<file path="config.mk">
export PLATFORM = sky130hd
export DESIGN_NAME = mxb_ctrl
export DESIGN_NICKNAME = d
export VERILOG_FILES = /design/src/mxb_pkg.sv /design/src/mxb_ctrl.sv /design/src/mxb_sync.sv /design/src/mxb_wait_ctr.sv
export SDC_FILE = /design/constraint.sdc
export NUM_CORES = 1
export LEC_CHECK = 0
export BUFFER_PORTS_ARGS = -buffer_cell sky130_fd_sc_hd__buf_2
export CAP_MARGIN = 20
export CORE_MARGIN = 10
export CORE_UTILIZATION = 51
export CTS_BUF_LIST = sky130_fd_sc_hd__clkbuf_8
export CTS_CLUSTER_DIAMETER = 150
export DETAILED_ROUTE_END_ITERATION = 12
export PLACE_DENSITY = 0.87
export REMOVE_ABC_BUFFERS = 1
export SLEW_MARGIN = 20
export SYNTH_ARGS = -nofsm -noshare
export SYNTH_HDL_FRONTEND = slang
export SYNTH_SLANG_ARGS = --single-unit
export TNS_END_PERCENT = 100
</file>
<file path="constraint.sdc">
create_clock -name core_clk_i -period 4.4 [get_ports core_clk_i]
set_clock_uncertainty 0.1 [all_clocks]
set_input_delay 0.44 -clock core_clk_i [delete_from_list [all_inputs] [get_ports core_clk_i]]
set_output_delay 0.44 -clock core_clk_i [all_outputs]
set_load 0.03 [all_outputs]
</file>
<file path="src/mxb_pkg.sv">
// package of constants and types for the multiplexed address/data bus controller
// What this block does
// each area 3 to 7 enters multiplexed mode through its own enable bit
// each multiplexed area selects an 8-bit or 16-bit bus width
// width high 1 with low 1 is 8-bit; high 0 with low 1 is 16-bit
// 8-bit space drives address 7..0 then data 7..0 on low pins only
// 16-bit space drives address 15..0 then data 15..0 on all pins
// the full access address appears on the dedicated address pins
// a cycle is an address phase followed by a basic-style data phase
// address phase is two cycles, three when address extension is set
// address hold strobe is asserted during the address phase
// shared pin is address strobe until any area is multiplexed, then hold only; here the pin stays high while no area is multiplexed
// programmed and pin waits stretch the data phase as on basic cycles
// no wait setting or wait pin lengthens the address phase
// read strobe negation timing follows the read negation setting
// optional chip-select extension cycles before and after the cycle
// software should enable trailing extension for back-to-back slow-hold reads
// chip select of area n is asserted while that multiplexed area is accessed
// upper and lower byte write strobes mark valid data bytes on writes
// cycle start marks each cycle, direction is driven, read strobe on reads
// programmed waits insert 0 to 7 cycles between second and third data states
// address hold is negated before write data or read release on shared pins
// peripheral latches address on hold, drives read data only under read strobe
`default_nettype none
package mxb_pkg;
   localparam int MXB_AREAS      = 8;
   localparam int MXB_FIRST_AREA = 3;
   localparam int MXB_DATA_W     = 16;
   localparam int MXB_ADDR_W     = 24;
   localparam int MXB_WAIT_W     = 3;
   localparam int MXB_LOW_MSB    = 7;
   localparam logic [2:0] MXB_AREA_NONE = 3'h0;
   localparam logic [MXB_WAIT_W-1:0] MXB_WAIT_ZERO = 3'h0;
   typedef enum logic [3:0] {
      MXB_IDLE,
      MXB_CS_LEAD,
      MXB_ADDR_ONE,
      MXB_ADDR_EXT,
      MXB_ADDR_TWO,
      MXB_DATA_ONE,
      MXB_DATA_TWO,
      MXB_DATA_WAIT,
      MXB_DATA_THREE,
      MXB_CS_TRAIL
   } mxb_state_type;
endpackage : mxb_pkg
`default_nettype wire

</file>
<file path="src/mxb_ctrl.sv">
// multiplexed address/data bus cycle controller for external areas 3 to 7
`default_nettype none
module mxb_ctrl
   import mxb_pkg::*;
(
   input  wire logic                          core_clk_i,
   input  wire logic                          rst_i,
   input  wire logic [MXB_AREAS-1:0]          area_multiplex_enable_i,
   input  wire logic [MXB_AREAS-1:0]          area_width_high_bit_i,
   input  wire logic [MXB_AREAS-1:0]          area_width_low_bit_i,
   input  wire logic [MXB_AREAS-1:0]          area_three_state_i,
   input  wire logic [MXB_AREAS*MXB_WAIT_W-1:0] area_wait_count_i,
   input  wire logic [MXB_AREAS-1:0]          area_wait_pin_enable_i,
   input  wire logic [MXB_AREAS-1:0]          area_read_negate_late_i,
   input  wire logic [MXB_AREAS-1:0]          area_cs_lead_ext_i,
   input  wire logic [MXB_AREAS-1:0]          area_cs_trail_ext_i,
   input  wire logic                          address_phase_extend_i,
   input  wire logic                          req_valid_i,
   input  wire logic [2:0]                    req_area_i,
   input  wire logic                          req_write_i,
   input  wire logic [MXB_ADDR_W-1:0]         req_addr_i,
   input  wire logic [MXB_DATA_W-1:0]         req_wdata_i,
   input  wire logic [1:0]                    req_byte_en_i,
   output logic                               req_ready_o,
   output logic                               rsp_valid_o,
   output logic [MXB_DATA_W-1:0]              rsp_rdata_o,
   input  wire logic [MXB_DATA_W-1:0]         ad_i,
   output logic [MXB_DATA_W-1:0]              ad_o,
   output logic [MXB_DATA_W-1:0]              ad_oe_o,
   output logic [MXB_ADDR_W-1:0]              addr_o,
   output logic [MXB_AREAS-1:0]               area_chip_select_n_o,
   output logic                               address_hold_strobe_n_o,
   output logic                               read_strobe_n_o,
   output logic                               upper_byte_write_strobe_n_o,
   output logic                               lower_byte_write_strobe_n_o,
   output logic                               cycle_start_signal_n_o,
   output logic                               read_write_o,
   input  wire logic                          wait_n_i
);
   mxb_state_type state;
   mxb_state_type next_state;
   logic [2:0]            area;
   logic                  wr;
   logic [MXB_DATA_W-1:0] wdata;
   logic [1:0]            ben;
   logic                  wide;
   logic                  any_mux;
   logic                  wait_n_s;
   logic                  wait_done;
   logic                  load_wait;
   logic                  pin_wait;
   logic [MXB_AREAS-1:0]  mux_ok;
   logic [MXB_WAIT_W-1:0] wcount;
   logic                  req_take;

   mxb_sync u_wait_sync (
      .core_clk_i  (core_clk_i),
      .rst_i       (rst_i),
      .async_i     (wait_n_i),
      .reset_val_i (1'b1),
      .sync_o      (wait_n_s)
   );

   // only areas 3 to 7 may be multiplexed
   genvar g;
   generate
      for (g = 0; g < MXB_AREAS; g++)
      begin : g_area
         assign mux_ok[g] = (g >= MXB_FIRST_AREA) && area_multiplex_enable_i[g];
      end
   endgenerate

   assign any_mux   = |mux_ok;
   assign wcount    = area_three_state_i[area] ? area_wait_count_i[area*MXB_WAIT_W +: MXB_WAIT_W]
                                               : MXB_WAIT_ZERO;
   assign req_take  = (state == MXB_IDLE) && req_valid_i && mux_ok[req_area_i] && !rsp_valid_o;
   assign load_wait = (state == MXB_DATA_ONE);
   // wait pin only sampled in the wait window, never in the address phase
   assign pin_wait  = area_wait_pin_enable_i[area] && area_three_state_i[area] && !wait_n_s;

   mxb_wait_ctr u_wait (
      .core_clk_i (core_clk_i),
      .rst_i      (rst_i),
      .load_i     (load_wait),
      .count_i    (wcount),
      // counting starts in the second data state so the window is exactly the programmed length
      .step_i     ((state == MXB_DATA_TWO) || (state == MXB_DATA_WAIT)),
      .done_o     (wait_done)
   );

   always_comb
   begin
      next_state = state;
      case (state)
         MXB_IDLE:
            if (req_take)
               next_state = area_cs_lead_ext_i[req_area_i] ? MXB_CS_LEAD : MXB_ADDR_ONE;
         MXB_CS_LEAD:
            next_state = MXB_ADDR_ONE;
         MXB_ADDR_ONE:
            next_state = address_phase_extend_i ? MXB_ADDR_EXT : MXB_ADDR_TWO;
         MXB_ADDR_EXT:
            next_state = MXB_ADDR_TWO;
         MXB_ADDR_TWO:
            next_state = MXB_DATA_ONE;
         MXB_DATA_ONE:
            next_state = MXB_DATA_TWO;
         MXB_DATA_TWO:
            if (!area_three_state_i[area])
               next_state = area_cs_trail_ext_i[area] ? MXB_CS_TRAIL : MXB_IDLE;
            else if (wcount != MXB_WAIT_ZERO || pin_wait)
               next_state = MXB_DATA_WAIT;
            else
               next_state = MXB_DATA_THREE;
         MXB_DATA_WAIT:
            if (wait_done && !pin_wait)
               next_state = MXB_DATA_THREE;
         MXB_DATA_THREE:
            next_state = area_cs_trail_ext_i[area] ? MXB_CS_TRAIL : MXB_IDLE;
         MXB_CS_TRAIL:
            next_state = MXB_IDLE;
         default:
            next_state = MXB_IDLE;
      endcase
   end

   always_ff @(posedge core_clk_i)
   begin
      if (rst_i)
         state <= MXB_IDLE;
      else
         state <= next_state;
   end

   always_ff @(posedge core_clk_i)
   begin
      if (rst_i)
      begin
         area  <= MXB_AREA_NONE;
         wr    <= 1'b0;
         wdata <= '0;
         ben   <= 2'h0;
         wide  <= 1'b0;
      end
      else if (req_take)
      begin
         area  <= req_area_i;
         wr    <= req_write_i;
         wdata <= req_wdata_i;
         ben   <= req_byte_en_i;
         wide  <= !area_width_high_bit_i[req_area_i] && area_width_low_bit_i[req_area_i];
      end
   end

   // address- and data-phase state decodes, used for strobe shaping
   logic in_addr;
   logic in_data;
   logic last_data;
   logic next_in_addr;
   logic next_in_data;
   logic next_busy;
   assign next_in_addr = (next_state == MXB_ADDR_ONE) || (next_state == MXB_ADDR_EXT)
                       || (next_state == MXB_ADDR_TWO);
   assign next_in_data = (next_state == MXB_DATA_ONE) || (next_state == MXB_DATA_TWO)
                       || (next_state == MXB_DATA_WAIT) || (next_state == MXB_DATA_THREE);
   assign next_busy    = (next_state != MXB_IDLE);
   assign in_addr      = (state == MXB_ADDR_ONE) || (state == MXB_ADDR_EXT)
                       || (state == MXB_ADDR_TWO);
   assign in_data      = (state == MXB_DATA_ONE) || (state == MXB_DATA_TWO)
                       || (state == MXB_DATA_WAIT) || (state == MXB_DATA_THREE);
   assign last_data    = (state == MXB_DATA_THREE)
                       || (state == MXB_DATA_TWO && !area_three_state_i[area]);

   // outputs are registered from the next state so each pin is a flop
   logic [MXB_DATA_W-1:0] addr_word;
   logic [2:0] next_area;
   assign next_area = req_take ? req_area_i : area;
   logic next_wide;
   assign next_wide = req_take ? (!area_width_high_bit_i[req_area_i]
                                  && area_width_low_bit_i[req_area_i]) : wide;
   logic [MXB_ADDR_W-1:0] addr_hold;
   always_ff @(posedge core_clk_i)
   begin
      if (rst_i)
         addr_hold <= '0;
      else if (req_take)
         addr_hold <= req_addr_i;
   end
   assign addr_word = next_wide ? addr_hold[MXB_DATA_W-1:0]
                                : {8'h00, addr_hold[MXB_LOW_MSB:0]};

   // shared pins: address in address phase, write data in data phase
   always_ff @(posedge core_clk_i)
   begin
      if (rst_i)
      begin
         ad_o    <= '0;
         ad_oe_o <= '0;
      end
      else if (next_in_addr)
      begin
         ad_o    <= req_take ? (next_wide ? req_addr_i[MXB_DATA_W-1:0]
                                          : {8'h00, req_addr_i[MXB_LOW_MSB:0]}) : addr_word;
         ad_oe_o <= next_wide ? 16'hFFFF : 16'h00FF;
      end
      else if (next_in_data && wr)
      begin
         ad_o    <= wdata;
         ad_oe_o <= next_wide ? 16'hFFFF : 16'h00FF;
      end
      else
      begin
         ad_o    <= '0;
         ad_oe_o <= '0;
      end
   end

   always_ff @(posedge core_clk_i)
   begin
      if (rst_i)
         addr_o <= '0;
      else if (req_take)
         addr_o <= req_addr_i;
   end

   // chip select covers extension cycles as well as the cycle itself
   generate
      for (g = 0; g < MXB_AREAS; g++)
      begin : g_cs
         always_ff @(posedge core_clk_i)
         begin
            if (rst_i)
               area_chip_select_n_o[g] <= 1'b1;
            else
               area_chip_select_n_o[g] <= !(next_busy && next_area == g);
         end
      end
   endgenerate

   always_ff @(posedge core_clk_i)
   begin
      if (rst_i)
         address_hold_strobe_n_o <= 1'b1;
      else if (any_mux)
         address_hold_strobe_n_o <= !next_in_addr;
      else
         address_hold_strobe_n_o <= 1'b1;
   end

   // late negation holds the read strobe into the trailing state
   always_ff @(posedge core_clk_i)
   begin
      if (rst_i)
         read_strobe_n_o <= 1'b1;
      else if (!wr && next_in_data)
         read_strobe_n_o <= 1'b0;
      // one extra low cycle also when the bus goes straight back to idle
      else if (!wr && last_data && area_read_negate_late_i[area])
         read_strobe_n_o <= 1'b0;
      else
         read_strobe_n_o <= 1'b1;
   end

   // write strobes only from second data state, after data has settled
   logic next_wr_win;
   assign next_wr_win = wr && next_in_data && (next_state != MXB_DATA_ONE)
                      && !(state == MXB_DATA_THREE);
   always_ff @(posedge core_clk_i)
   begin
      if (rst_i)
      begin
         upper_byte_write_strobe_n_o <= 1'b1;
         lower_byte_write_strobe_n_o <= 1'b1;
      end
      else
      begin
         upper_byte_write_strobe_n_o <= !(next_wr_win && wide && ben[1]);
         lower_byte_write_strobe_n_o <= !(next_wr_win && ben[0]);
      end
   end

   always_ff @(posedge core_clk_i)
   begin
      if (rst_i)
      begin
         cycle_start_signal_n_o <= 1'b1;
         read_write_o           <= 1'b1;
      end
      else
      begin
         cycle_start_signal_n_o <= !(next_state == MXB_ADDR_ONE);
         read_write_o           <= next_busy ? !(req_take ? req_write_i : wr) : 1'b1;
      end
   end

   // read data captured at the end of the last data state
   always_ff @(posedge core_clk_i)
   begin
      if (rst_i)
      begin
         rsp_valid_o <= 1'b0;
         rsp_rdata_o <= '0;
      end
      else
      begin
         rsp_valid_o <= in_data && last_data;
         if (in_data && last_data && !wr)
            rsp_rdata_o <= wide ? ad_i : {8'h00, ad_i[MXB_LOW_MSB:0]};
      end
   end

   always_ff @(posedge core_clk_i)
   begin
      if (rst_i)
         req_ready_o <= 1'b0;
      else
         req_ready_o <= (next_state == MXB_IDLE) && !req_take;
   end
endmodule : mxb_ctrl
`default_nettype wire

</file>
<file path="src/mxb_sync.sv">
// three-flop input synchroniser with agreement filter
`default_nettype none
module mxb_sync
   import mxb_pkg::*;
(
   input  wire logic core_clk_i,
   input  wire logic rst_i,
   input  wire logic async_i,
   input  wire logic reset_val_i,
   output var  logic sync_o
);
   logic s1;
   logic s2;
   logic s3;
   always_ff @(posedge core_clk_i)
   begin
      s1 <= async_i;
      s2 <= s1;
      s3 <= s2;
   end
   // a change counts only once the second and third flops agree
   always_ff @(posedge core_clk_i)
   begin
      if (rst_i)
         sync_o <= reset_val_i;
      else if (s2 == s3)
         sync_o <= s3;
   end
endmodule : mxb_sync
`default_nettype wire

</file>
<file path="src/mxb_wait_ctr.sv">
// down counter for programmed data-phase waits
`default_nettype none
module mxb_wait_ctr
   import mxb_pkg::*;
(
   input  wire logic                  core_clk_i,
   input  wire logic                  rst_i,
   input  wire logic                  load_i,
   input  wire logic [MXB_WAIT_W-1:0] count_i,
   input  wire logic                  step_i,
   output var  logic                  done_o
);
   logic [MXB_WAIT_W-1:0] left;
   always_ff @(posedge core_clk_i)
   begin
      if (rst_i)
         left <= MXB_WAIT_ZERO;
      else if (load_i)
         left <= count_i;
      else if (step_i && left != MXB_WAIT_ZERO)
         left <= left - 3'h1;
   end
   assign done_o = (left == MXB_WAIT_ZERO);
endmodule : mxb_wait_ctr
`default_nettype wire
</file>
## Word level (Yosys, flattened, before mapping)

Cells that the tools add are included.

- Order comparisons: 2
- Shifts and indexed selects: 1
- Reduce and logical (&&, ||, !) cells: 72
- Multipliers: 1
- Eq/ne operators: 24
- Muxes and demuxes: 41
- Add/sub/neg operators: 1
- Bitwise gates (word level): 2

Operators with widths:

| kind | number |
|---|---|
| $mux 16 | 9 |
| $pmux 4 s9 | 1 |
| $eq 4x3->1 const B | 8 |
| $logic_and 1x1->1 | 29 |
| $bmux 1 s3 | 8 |
| $shiftx 24x6->3 | 1 |
| $logic_not 1->1 | 21 |
| $mux 4 | 5 |
| $eq 4x2->1 const B | 4 |
| $mux 3 | 5 |
| $eq 3x3->1 const B | 4 |
| $mux 1 | 12 |
| $logic_or 1x1->1 | 11 |
| $eq 4x4->1 const B | 2 |
| $logic_not 4->1 | 2 |
| $lt 3x4->1 const B | 2 |
| $eq 3x2->1 const B | 2 |
| $logic_not 3->1 | 2 |
| $reduce_bool 3->1 | 2 |
| $mul 3x2->5 const B | 1 |
| $reduce_or 5->1 | 1 |
| $eq 4x1->1 const B | 1 |
| $ne 4x3->1 const B | 1 |
| $reduce_bool 4->1 | 1 |
| other kinds (7) | 9 |

- Output and inout port bits: 88
- Word-level logic and storage cells: 175
- Input port bits: 155
- Flip-flop bits (word level): 122

## Logic depth before layout (Yosys ltp)

Gate-level depths: netlist of run 1.

- Word-level depth: 18
- Gate-level depth with buffers: 11
- Gate-level depth less buffers: 9

## Modules after synthesis

Synthesis of run 1 repeated with hierarchy kept, for this count alone.

- Cells, all modules: 547
- Area total of the unflattened synthesis: 4842.1 µm²

Modules (own cells, without submodules):

| module | cells an instance | area each (µm²) | seq. area each (µm²) | instances |
|---|---|---|---|---|
| mxb_ctrl | 519 | 4539.4 | 2021.9 | 1 |
| mxb_wait_ctr | 21 | 182.7 | 60.1 | 1 |
| mxb_sync | 7 | 120.1 | 90.1 | 1 |

## Worst setup path before layout of run 1

OpenSTA, ideal clock, no wires.

- Path type: register to register
- Start point: register area[0]
- End point: register ad_o[10]
- Library setup time: 0.077 ns
- Stages on the path, launching flop included: 10
- Buffers on the path: 2
- Arrival time: 2.382 ns
- Path slack: 1.841 ns
- Required time: 4.223 ns
- Period minus slack after synthesis: 2.559 ns
- Path through: dfxtp_1 -> buf_6 -> mux4_2 -> mux2_2 -> nor3_2 -> a211o_1 -> nor3b_4 -> a41oi_4 -> buf_6 -> o22ai_1

- Word-level cells in the longest chain between the ends: 15
- Elaborated cells on any way between the ends: 35
- Those cells by class: mul: 1; eq/ne: 7; shift: 1; mux: 14; reduce/logical: 12

Ends and longest elaborated chain:

| element | RTL line | RTL |
|---|---|---|
| start, declared | mxb_ctrl.sv:42 | `logic [2:0] area;` |
| start signal, assigned | mxb_ctrl.sv:147 | `area <= req_area_i;` |
| $mul 3x2->5, or another cell as far along | mxb_ctrl.sv:74 | `assign wcount = area_three_state_i[area] ? area_wait_count_i[area*MXB_WAIT_W +: MXB_WAIT_W]` |
| $shiftx 24x6->3, or another cell as far along | mxb_ctrl.sv:74 |  |
| $mux 3 / $logic_and 1x1->1 (equally long branches) | mxb_ctrl.sv:74, mxb_ctrl.sv:79 |  |
| $reduce_bool 3->1 / $logic_and 1x1->1 (equally long branches) | mxb_ctrl.sv:111, mxb_ctrl.sv:79 |  |
| $logic_or 1x1->1 / $logic_not 1->1 (equally long branches) | mxb_ctrl.sv:111, mxb_ctrl.sv:116 |  |
| $mux 4 / $logic_and 1x1->1 (equally long branches) | mxb_ctrl.sv:111, mxb_ctrl.sv:116 |  |
| $mux 4, on equally long branches | mxb_ctrl.sv:109, mxb_ctrl.sv:116 |  |
| $pmux 4 s9 (*) | mxb_ctrl.sv:94 | `case (state)` |
| $eq 4x3->1 | mxb_ctrl.sv:164 | `assign next_in_data = (next_state == MXB_DATA_ONE) \|\| (next_state == MXB_DATA_TWO)` |
| $logic_or 1x1->1 | mxb_ctrl.sv:164 |  |
| $logic_or 1x1->1 (2 in series) | mxb_ctrl.sv:165 | `\|\| (next_state == MXB_DATA_WAIT) \|\| (next_state == MXB_DATA_THREE);` |
| $logic_and 1x1->1 | mxb_ctrl.sv:206 | `else if (next_in_data && wr)` |
| $mux 16 | mxb_ctrl.sv:206 |  |
| $mux 16 (*) | mxb_ctrl.sv:200 | `else if (next_in_addr)` |
| end signal, assigned | mxb_ctrl.sv:202 | `ad_o <= req_take ? (next_wide ? req_addr_i[MXB_DATA_W-1:0]` |
| end signal, assigned | mxb_ctrl.sv:208 | `ad_o <= wdata;` |
| end, declared | mxb_ctrl.sv:28 | `output logic [MXB_DATA_W-1:0] ad_o,` |

Mark *: on every way between the ends. The rest lies on a longest branch, timed or not. The select of a mux whose other input is x is not followed.
A chain may end at the register's enable or synchronous reset.

## Worst setup path in the final report of run 1

- Start point: register area[0]
- End point: register ad_o[14]

Same word-level chain as after synthesis.

==> flow_metrics.py, run 1 <==
metrics = {
    "logic_synthesis": {
        "async_reset_ff_share_pct": 0,
        "synth_flop_cell": "dfxtp_1",
        "ys_warn_count": 0,
        "synth_top_area_share_pct": 43.57,
        "synth_commonest_cells": "nand2_1, dfxtp_1, a21oi_1, clkbuf_1, nor2_1",
        "ys_seq_elements": 108,
        "synth_edf_count": 0,
        "synth_top_area_cell": "dfxtp_1",
        "syn_area_per_cell_sq_um": 8.482,
        "synth_area_sq_mm": 0.004962,
        "yosysMostFrequentCell": "nand2_1",
        "seq_area_frac_synth_pct": 43.57,
        "ys_types": 55,
        "synthTopCellsByArea": "dfxtp_1, nand2_1, a21oi_1",
        "postSynthCellCount": 585,
    },
    "cts": {
        "cts_resized": 0,
        "cts_root_buffer": "clkbuf_8",
        "postCtsSetupBuffers": 0,
        "clock-sinks": 108,
        "insertion_delay_ps": 370,
        "cts_tree": "built",
        "clk_path_buf_depth": 2,
        "cts_buffers": 9,
        "holdBufCountCts": 0,
        "clk_pin_slew_ps": 100,
        "htreeDepth": 3,
    },
    "placed_design": {
        "dp.cells": 908,
        "hpwl_um": 12860,
        "pre_cts_ws_ps": 766.9,
        "gp_congestion": 0.8906,
        "port-buffer-count": 239,
        "post_dp_cell_area_sq_mm": 0.006096,
    },
    "detailed_routing": {
        "drt_wl_total_um": 16370,
        "drtAntennaViolNets": 0,
        "wl_per_cell_um": 17.67,
        "via_per_inst": 5.461,
        "dr.pass1.iters": 5,
        "drt-initial-drc-count": 253,
        "route.vias.total": 5057,
        "drc": 0,
    },
    "floorplan": {
        "start_util_pct": 52.95,
        "io_pins": 243,
        "dieArea_sq_mm": 0.01408,
        "fp.dieH_um": 118.6,
        "fp.dieW_um": 118.6,
        "design.core.area_sq_mm": 0.009371,
        "rows": 35,
    },
    "power_and_ir_drop": {
        "power_density_mw_per_mm2": 348.4,
        "power_leakage_nw": 2.790,
        "power.share.clock_pct": 29.4,
        "p_total_w": 0.002202,
        "pwr-share-comb_pct": 22.2,
        "seq_power_share_pct": 48.4,
        "ir_drop_mv": 0.1935,
        "p_int_w": 0.001493,
        "swShare_pct": 32.20,
        "p_sw_w": 0.0007089,
    },
    "final_layout": {
        "fin_cells": 926,
        "area_growth_pct": 27.36,
        "postLayoutCellArea_sq_mm": 0.006320,
        "nets": 947,
        "drive_gt1_share_pct": 36.10,
    },
    "critical_path": {
        "path_cells": "buf_4, mux2i_1, a22o_1, nor3b_1, a22o_1, or3b_1, a41oi_4, o22ai_2",
        "path_buf_inv": 1,
        "cp_max_fo": 21,
        "cp-start-kind": "flop",
        "crit_path_end_kind": "flop",
        "slowest_delay_ps": 710,
        "critPathTopFamily": "compound AO/OA/AOI/OAI gates",
        "crit_path_frequent_cell": "a22o_1",
        "crit_slowest_cell": "dfxtp_2",
        "worstPathArrival_ps": 3380,
        "cp.required_ps": 4540,
        "criticalPathCategory": "flop to flop",
    },
    "global_route": {
        "antenna_found_initial": 2,
        "grt_pass1_vias": 5242,
        "grt_max_degree": 75,
        "track_usage_pct": 22.44,
        "grt_pass1_wl_um": 25990,
        "grt-ovfl-total": 0,
    },
    "run": {
        "max-cap-violations": 0,
    },
    "sta": {
        "period_share_pct": 73.61,
        "layout_min_cycle_time_ps": 3239,
        "fmax_mhz": 308.7,
        "worst_slew_pin_slew_ps": 796.1,
        "drv_slew": 0,
        "slew_headroom_pct": 46.93,
        "setup_violations": 0,
        "final-hold-violation-count": 0,
        "rsz0062_at_grt": "no",
        "setup_slack_ps": 1161,
    },
    "status": {
        "status": "finished clean",
    },
    "hold_path": {
        "hp-class": "input pin to flop",
    },
}
==> stage by stage <==
step | utilization (%) | hold slack, ps | TNS [ps]
2_1_floorplan | - | 209.6 | -5906
3_3_place_gp | 65.05 | 210.5 | 0
3_5_place_dp | 65.05 | 217.9 | 0
4_1_cts | 67.37 | 59.10 | 0
5_1_grt | 67.38 | 49.30 | 0
6_report | 67.44 | 77.63 | 0
==> state kept, by name, indices dropped and copies added, names as in the netlist, 3 cells and up <==
register,cells
u_wait.left,3
ad_o,16
wdata,16
rsp_rdata_o,16
area_chip_select_n_o,8
area,3
state,4
addr_o,24
==> layer usage <==
layer | track usage [%] | up-vias | wire [um]
met3 | 9.139 | 40 | 1621
li1 | - | 2429 | -
met4 | 8.931 | 0 | 464
met5 | 0 | - | 0
met1 | 23.89 | 2344 | 6083
met2 | 38.69 | 244 | 8197
==> final timing paths <==
kind | startpoint | end | slack [ps] | cells past startpoint
setup / recovery | area[0]$_SDFF_PP0_ | ad_o[14]$_SDFF_PP0_ | 1160 | 8
hold / removal | wait_n_i | u_wait_sync.s1$_DFF_P_ | 80 | 1
setup reg to reg | area[0]$_SDFF_PP0_ | ad_o[14]$_SDFF_PP0_ | 1160 | 8
hold reg to reg | u_wait_sync.s1$_DFF_P_ | u_wait_sync.s2$_DFF_P_ | 240 | 0
==> power groups by stage <==
stage,combinational (W),clock [W],sequential (W)
after CTS,0.000490,0.000659,0.00106
after global placement,0.000477,0,0.00108
after floorplan,0.000207,0,0.00116
after global routing,0.000533,0.000705,0.00107
after detailed placement,0.000488,0,0.00109
final,0.000489,0.000648,0.00106
==> cell type report <==
cell class	count	area (sq um)
Fill cell	795	3052
Inverter	26	97.59
Timing Repair Buffer	246	1249
Clock buffer	10	137.6
Antenna cell	2	5.005
Tap cell	129	161.4
Clock inverter	6	80.08
Sequential cell	108	2163
Multi-Input combinational cell	399	2426
==> cells by family (layout without fill, tap and decap cells) <==
group | after synthesis | in the layout | share of synthesized area (%)
AND/OR/NAND/NOR | 216 | 216 | 20.22
other | 0 | 2 | 0
buffers and inverters | 78 | 288 | 7.791
flip-flops | 108 | 108 | 43.57
multiplexers | 36 | 36 | 10.14
adder cells (fa/ha/maj) | 2 | 2 | 0.5042
AO/OA/AOI/OAI | 145 | 145 | 17.78
==> cells in the final DEF (no fill, tap or decap), types with 2 or more instances in the layout <==
cell	Yosys	final
nand3b_1	2	2
a22oi_1	2	2
a31oi_1	12	12
nor3b_1	2	2
buf_4	14	7
a21oi_1	66	66
diode_2	0	2
and2_1	9	9
ha_1	2	2
o21ai_1	4	4
a21o_1	3	3
a221oi_1	4	4
a22o_1	2	2
inv_1	26	26
o31ai_1	3	3
nand3_1	16	16
mux4_2	11	11
mux2i_1	21	21
a211oi_1	4	4
dfxtp_1	108	107
o21ai_0	24	23
o22ai_1	7	7
nand4_1	3	3
clkbuf_8	0	10
inv_6	0	3
buf_2	3	239
nor2_1	29	29
mux2_2	4	4
nand2_1	114	114
a32oi_1	2	2
nor2b_1	12	12
nor3_1	8	8
and3_1	11	11
Note: power is estimated with default switching activity, not from simulation.
==> run 2, diff against run 1 <==
CORE_UTILIZATION = 48   (was 51)
PLACE_DENSITY = 0.83   (was 0.87)
clock period = 3 ns   (was 4.4 ns; I/O delays follow)
==> run 2 against run 1 <==
Net effect:
- clock-buffer cell count is 1 lower
- utilization is 4.4 points lower
- power is 43% higher
- die area is 5.2% higher
- global-route usage is 1.8 points lower
- critical path depth is 2 higher
- register-to-register slack worse by 1000 ps
- worst setup slack worse by 1000 ps
- non-clock buffer count is 10 higher
- hold slack worse by 40 ps
==> flow_metrics.py, run 2 (synthesized netlist as in run 1, its figures left out) <==
metrics = {
    "final_layout": {
        "multiInputGateArea_sq_mm": 0.002439,
        "fin_util_pct": 63.06,
        "fillers": 900,
        "n_antenna_cell": 0,
        "largest_register": "addr_o",
        "layout_common_cells": "buf_2, nand2_1, dfxtp_1",
        "seqCellArea_sq_mm": 0.002163,
        "largest_reg_flops": 24,
        "layout_commonest_cell": "buf_2",
        "nets": 957,
        "fin_cells": 941,
        "drive_gt1_share_pct": 36.89,
        "area_growth_pct": 29.43,
    },
    "sta": {
        "rsz0062_at_grt": "no",
        "hold-worst-slack_ps": 37.71,
        "setup_slack_ps": 156.1,
        "worst_slew_pin_slew_ps": 771.9,
        "drv_slew": 0,
        "fmax_mhz": 351.6,
        "period_share_pct": 94.80,
        "setup_violations": 0,
        "layout_min_cycle_time_ps": 2844,
        "final-hold-violation-count": 0,
        "slew_headroom_pct": 48.54,
    },
    "power_and_ir_drop": {
        "power_leakage_nw": 2.843,
        "p_total_w": 0.003155,
        "ir_drop_mv": 0.4783,
        "power_density_mw_per_mm2": 491.3,
    },
    "critical_path": {
        "slowest_delay_ps": 530,
        "criticalPathCategory": "flop to flop",
        "crit_path_end_kind": "flop",
        "cp-start-kind": "flop",
        "crit_slowest_cell": "mux4_2",
        "crit_path_frequent_cell": "buf_12",
        "path_buf_inv": 3,
        "path_cells": "buf_12, mux4_2, mux2_2, nor3_2, a211o_1, nor3b_4, buf_4, a41oi_4, buf_12, o22ai_1",
        "cp.required_ps": 3200,
        "critPathTopFamily": "multiplexers",
        "cp_max_fo": 20,
        "worstPathArrival_ps": 3040,
    },
    "placed_design": {
        "dp.cells": 923,
        "gp_congestion": 0.9118,
        "hpwl_um": 12500,
        "pre_cts_ws_ps": 79.43,
        "port-buffer-count": 239,
    },
    "floorplan": {
        "fp.dieW_um": 121.7,
        "io_pins": 243,
        "start_util_pct": 48.72,
        "rows": 37,
        "dieArea_sq_mm": 0.01480,
        "design.core.area_sq_mm": 0.01018,
        "fp.dieH_um": 121.7,
    },
    "detailed_routing": {
        "drtAntennaViolNets": 0,
        "dr.pass1.iters": 5,
        "drc": 0,
        "drt_wl_total_um": 16000,
        "wl_per_cell_um": 17.01,
        "route.vias.total": 4948,
        "drt-initial-drc-count": 229,
        "via_per_inst": 5.258,
    },
    "global_route": {
        "use_met2_pct": 33.80,
        "grt_max_degree": 75,
        "grt_pass1_wl_um": 24570,
        "track_usage_pct": 20.61,
        "antenna_found_initial": 0,
        "grt-ovfl-total": 0,
        "met3_usage_pct": 9.204,
        "grt_pass1_vias": 4856,
        "use_met1_pct": 24.00,
        "busiest_layer": "met2",
    },
    "cts": {
        "clk_path_buf_depth": 2,
        "cts_root_buffer": "clkbuf_8",
        "cts_buffers": 9,
        "clock-sinks": 108,
        "htreeDepth": 3,
        "clk_pin_slew_ps": 120,
        "insertion_delay_ps": 370,
        "cts_tree": "built",
    },
    "status": {
        "status": "finished clean",
    },
    "run": {
        "max-cap-violations": 0,
    },
    "hold_path": {
        "hp-class": "input pin to flop",
    },
}
run 2: cell count changes in the layout (fill, tap and decap cells not counted), moves of 2 or more:
cell and delta:
buf_4 +6, buf_12 +3, clkinv_4 +2, diode_2 -2
run 2: path summary, 6_finish.rpt:
kind | start | endpoint | slack (ps) | cells after the start
max | area[0]$_SDFF_PP0_ | ad_o[11]$_SDFF_PP0_ | 160 | 10
min | req_wdata_i[2] | wdata[2]$_SDFFE_PP0P_ | 40 | 3
max reg2reg | area[0]$_SDFF_PP0_ | ad_o[11]$_SDFF_PP0_ | 160 | 10
min reg2reg | u_wait_sync.s1$_DFF_P_ | u_wait_sync.s2$_DFF_P_ | 240 | 0
run 2: area by class of cell:
cell class	instances	share of cell area [%]
flip-flops and latches	108	33.68
clock buffers	9	1.929
well taps	136	2.650
clock inverters	7	1.013
inverters	26	1.520
repair buffers	256	21.24
multi-input cells	399	37.97
run 2: per-stage QoR:
step / setup TNS [ps] / cell area [sq um]
after CTS: 0 / 6401
after global placement: 0 / 6202
after global routing: 0 / 6422
after detailed placement: 0 / 6202
final: 0 / 6422
after floorplan: -49830 / 4673
run 2: power by group:
part	internal (W)	total, W	switching (W)	leakage [nW]
clock network	0.000320	0.000849	0.000529	0.0973
registers	0.00150	0.00155	0.0000504	0.877
logic	0.000286	0.000753	0.000466	1.87
run 2: tightest hold or removal path, delay by kind of cell:
| family | cells | cell delay, ps |
|---|---|---|
| simple gates | 1 | 40 |
| compound gates | 1 | 50 |
| buf+inv | 1 | 90 |
run 2: timing repair:
| action | in CTS | in global routing |
|---|---|---|
| endpoints found under the setup margin | 0 | 26 |
| setup buffers | 0 | 1 |
| hold buffers | 1 | 0 |
| gates resized for setup | 0 | 3 |
| hold endpoints to repair | 1 | 0 |
run 2: metal layers:
| metal | vias up | wire length [um] | part of all wire, % |
|---|---|---|---|
| met3 | 16 | 1848 | 12 |
| met5 | - | 0 | 0 |
| li1 | 2454 | - | - |
| met2 | 204 | 7638 | 48 |
| met1 | 2274 | 6325 | 40 |
| met4 | 0 | 191 | 1.2 |
==> run 3, diff against run 2 <==
clock period = 3.2 ns   (was 3 ns; I/O delays follow)
==> run 3 against run 2 <==
Net effect:
- power shrank 5.3%
- cell count grew 0.11%
- sequential power shrank 6%
- utilization shrank 0.26 points
- clock power shrank 2.7%
- combinational power shrank 6.6%
- routed wire length grew 1.9%
- worst setup slack lost 3.0 ps
- critical path type unchanged
- largest cell class unchanged
==> flow_metrics.py, run 3 (synthesized netlist as in run 1, its figures left out) <==
metrics = {
    "floorplan": {
        "fp.dieH_um": 121.7,
        "dieArea_sq_mm": 0.01480,
        "io_pins": 243,
        "fp.dieW_um": 121.7,
        "rows": 37,
        "start_util_pct": 48.72,
        "design.core.area_sq_mm": 0.01018,
    },
    "sta": {
        "layout_min_cycle_time_ps": 3047,
        "slew_headroom_pct": 47.45,
        "rsz0062_at_grt": "no",
        "fmax_mhz": 328.2,
        "final-hold-violation-count": 0,
        "period_share_pct": 95.21,
        "drv_slew": 0,
        "setup_slack_ps": 153.1,
        "setup_violations": 0,
        "worst_slew_pin_slew_ps": 788.2,
    },
    "power_and_ir_drop": {
        "ir_drop_mv": 0.2370,
        "power_leakage_nw": 2.826,
        "power_density_mw_per_mm2": 466.9,
    },
    "critical_path": {
        "worst-r2r-setup-slack_ps": 150,
        "rr_worst_depth": 9,
        "r2r_end": "ad_o[8]$_SDFF_PP0_",
        "worstPathArrival_ps": 3230,
        "criticalPathCategory": "flop to flop",
        "r2r_start": "area[0]$_SDFF_PP0_",
        "crit_path_end_kind": "flop",
        "cp.required_ps": 3390,
        "cp_max_fo": 20,
        "cp-start-kind": "flop",
    },
    "final_layout": {
        "largest_reg_flops": 24,
        "layout_common_cells": "buf_2, nand2_1, dfxtp_1",
        "layout_commonest_cell": "buf_2",
        "nets": 955,
        "fillers": 951,
        "drive_gt1_share_pct": 36.61,
        "largest_register": "addr_o",
        "area_growth_pct": 28.90,
        "fin_cells": 942,
    },
    "cts": {
        "cts_root_buffer": "clkbuf_8",
        "postCtsSetupBuffers": 0,
        "clk_path_buf_depth": 2,
        "cts_buffers": 9,
        "clock-sinks": 108,
        "insertion_delay_ps": 360,
        "htreeDepth": 3,
        "cts_tree": "built",
        "clk_pin_slew_ps": 110,
    },
    "global_route": {
        "track_usage_pct": 20.72,
        "grt-ovfl-total": 0,
        "grt_pass1_vias": 4879,
        "grt_pass1_wl_um": 24880,
        "grt_max_degree": 75,
        "antenna_found_initial": 4,
    },
    "hold_path": {
        "hold_start": "area_multiplex_enable_i[3]",
        "holdPathEnd": "address_hold_strobe_n_o$_SDFF_PP1_",
        "hp-class": "input pin to flop",
        "worstHoldPathCells": 2,
    },
    "detailed_routing": {
        "drc": 0,
        "wl_per_cell_um": 17.31,
        "dr.pass1.iters": 5,
        "route.vias.total": 4937,
        "drtAntennaViolNets": 0,
        "drt-initial-drc-count": 232,
        "via_per_inst": 5.241,
        "drt_wl_total_um": 16300,
    },
    "run": {
        "max-cap-violations": 0,
    },
    "placed_design": {
        "port-buffer-count": 239,
        "hpwl_um": 12720,
        "gp_congestion": 0.9547,
        "pre_cts_ws_ps": 201.3,
        "dp.cells": 922,
    },
    "status": {
        "status": "finished clean",
    },
}
[run 3: changes by cell type in the layout (fill, tap and decap cells not counted), sizes merged]
| cell | before | now |
|---|---|---|
| diode | 0 | 3 |
| buf | 255 | 253 |
| clkinv | 4 | 2 |
| clkinvlp | 0 | 1 |
| inv | 29 | 30 |
[run 3: worst max-delay path by stage]
stage          depth (start not counted)          startpoint                      to
6_report                               9  area[0]$_SDFF_PP0_      ad_o[8]$_SDFF_PP0_
2_1_floorplan                          7       req_area_i[1]     ad_o[10]$_SDFF_PP0_
5_1_grt                                9  area[0]$_SDFF_PP0_      ad_o[9]$_SDFF_PP0_
3_5_place_dp                           8  area[0]$_SDFF_PP0_  req_ready_o$_SDFF_PP0_
3_3_place_gp                           8  area[0]$_SDFF_PP0_  req_ready_o$_SDFF_PP0_
4_1_cts                                8  area[0]$_SDFF_PP0_  req_ready_o$_SDFF_PP0_
[run 3: through the flow]
stage	instance area [sq um]	TNS [ps]	total power (W)	hold slack, ps	utilization (%)
3_5_place_dp	6170	0	0.002182	230.1	60.58
6_report	6396	0	0.002987	63.21	62.80
2_1_floorplan	4673	-37760	0.001880	209.6	-
4_1_cts	6379	0	0.003002	39.18	62.63
3_3_place_gp	6170	0	0.002169	226.0	60.58
5_1_grt	6391	0	0.003128	49.18	62.75
[run 3: power by group]
part           switching, W  internal, W  leakage (nW)  total (W)
registers         0.0000476      0.00141         0.877    0.00146
logic              0.000442     0.000261          1.85   0.000703
clock network      0.000515     0.000311        0.0986   0.000826
[run 3: layer usage]
layer	global-route usage (%)	routed length (um)	vias to the layer above
met1	22.64	6283	2271
met4	5.961	204	4
met5	0	27	-
li1	-	-	2449
met3	9.898	1862	18
met2	35.15	7927	195
[run 3: cell type report]
class / count / area [sq um] / area share (%)
Sequential cell: 108 / 2163 / 33.82
Inverter: 26 / 97.59 / 1.526
Clock inverter: 7 / 75.07 / 1.174
Multi-Input combinational cell: 399 / 2435 / 38.07
Tap cell: 136 / 170.2 / 2.660
Clock buffer: 9 / 123.9 / 1.937
Timing Repair Buffer: 254 / 1324 / 20.70
Antenna cell: 3 / 7.507 / 0.1174
[run 3: repair_timing]
action	CTS	global route
hold endpoints to repair	1	0
gates resized for setup	0	3
endpoints found under the setup margin	0	1
hold buffers	1	0
[run 3: worst max-delay path: stages (launching register included)]
cell and delay, ps:
dfxtp_1 390, buf_12 200, mux4_2 530, mux2_2 310, nor3_2 230, a211o_1 250, nor3b_4 400, a41oi_4 150
buf_4 230, o22ai_1 160
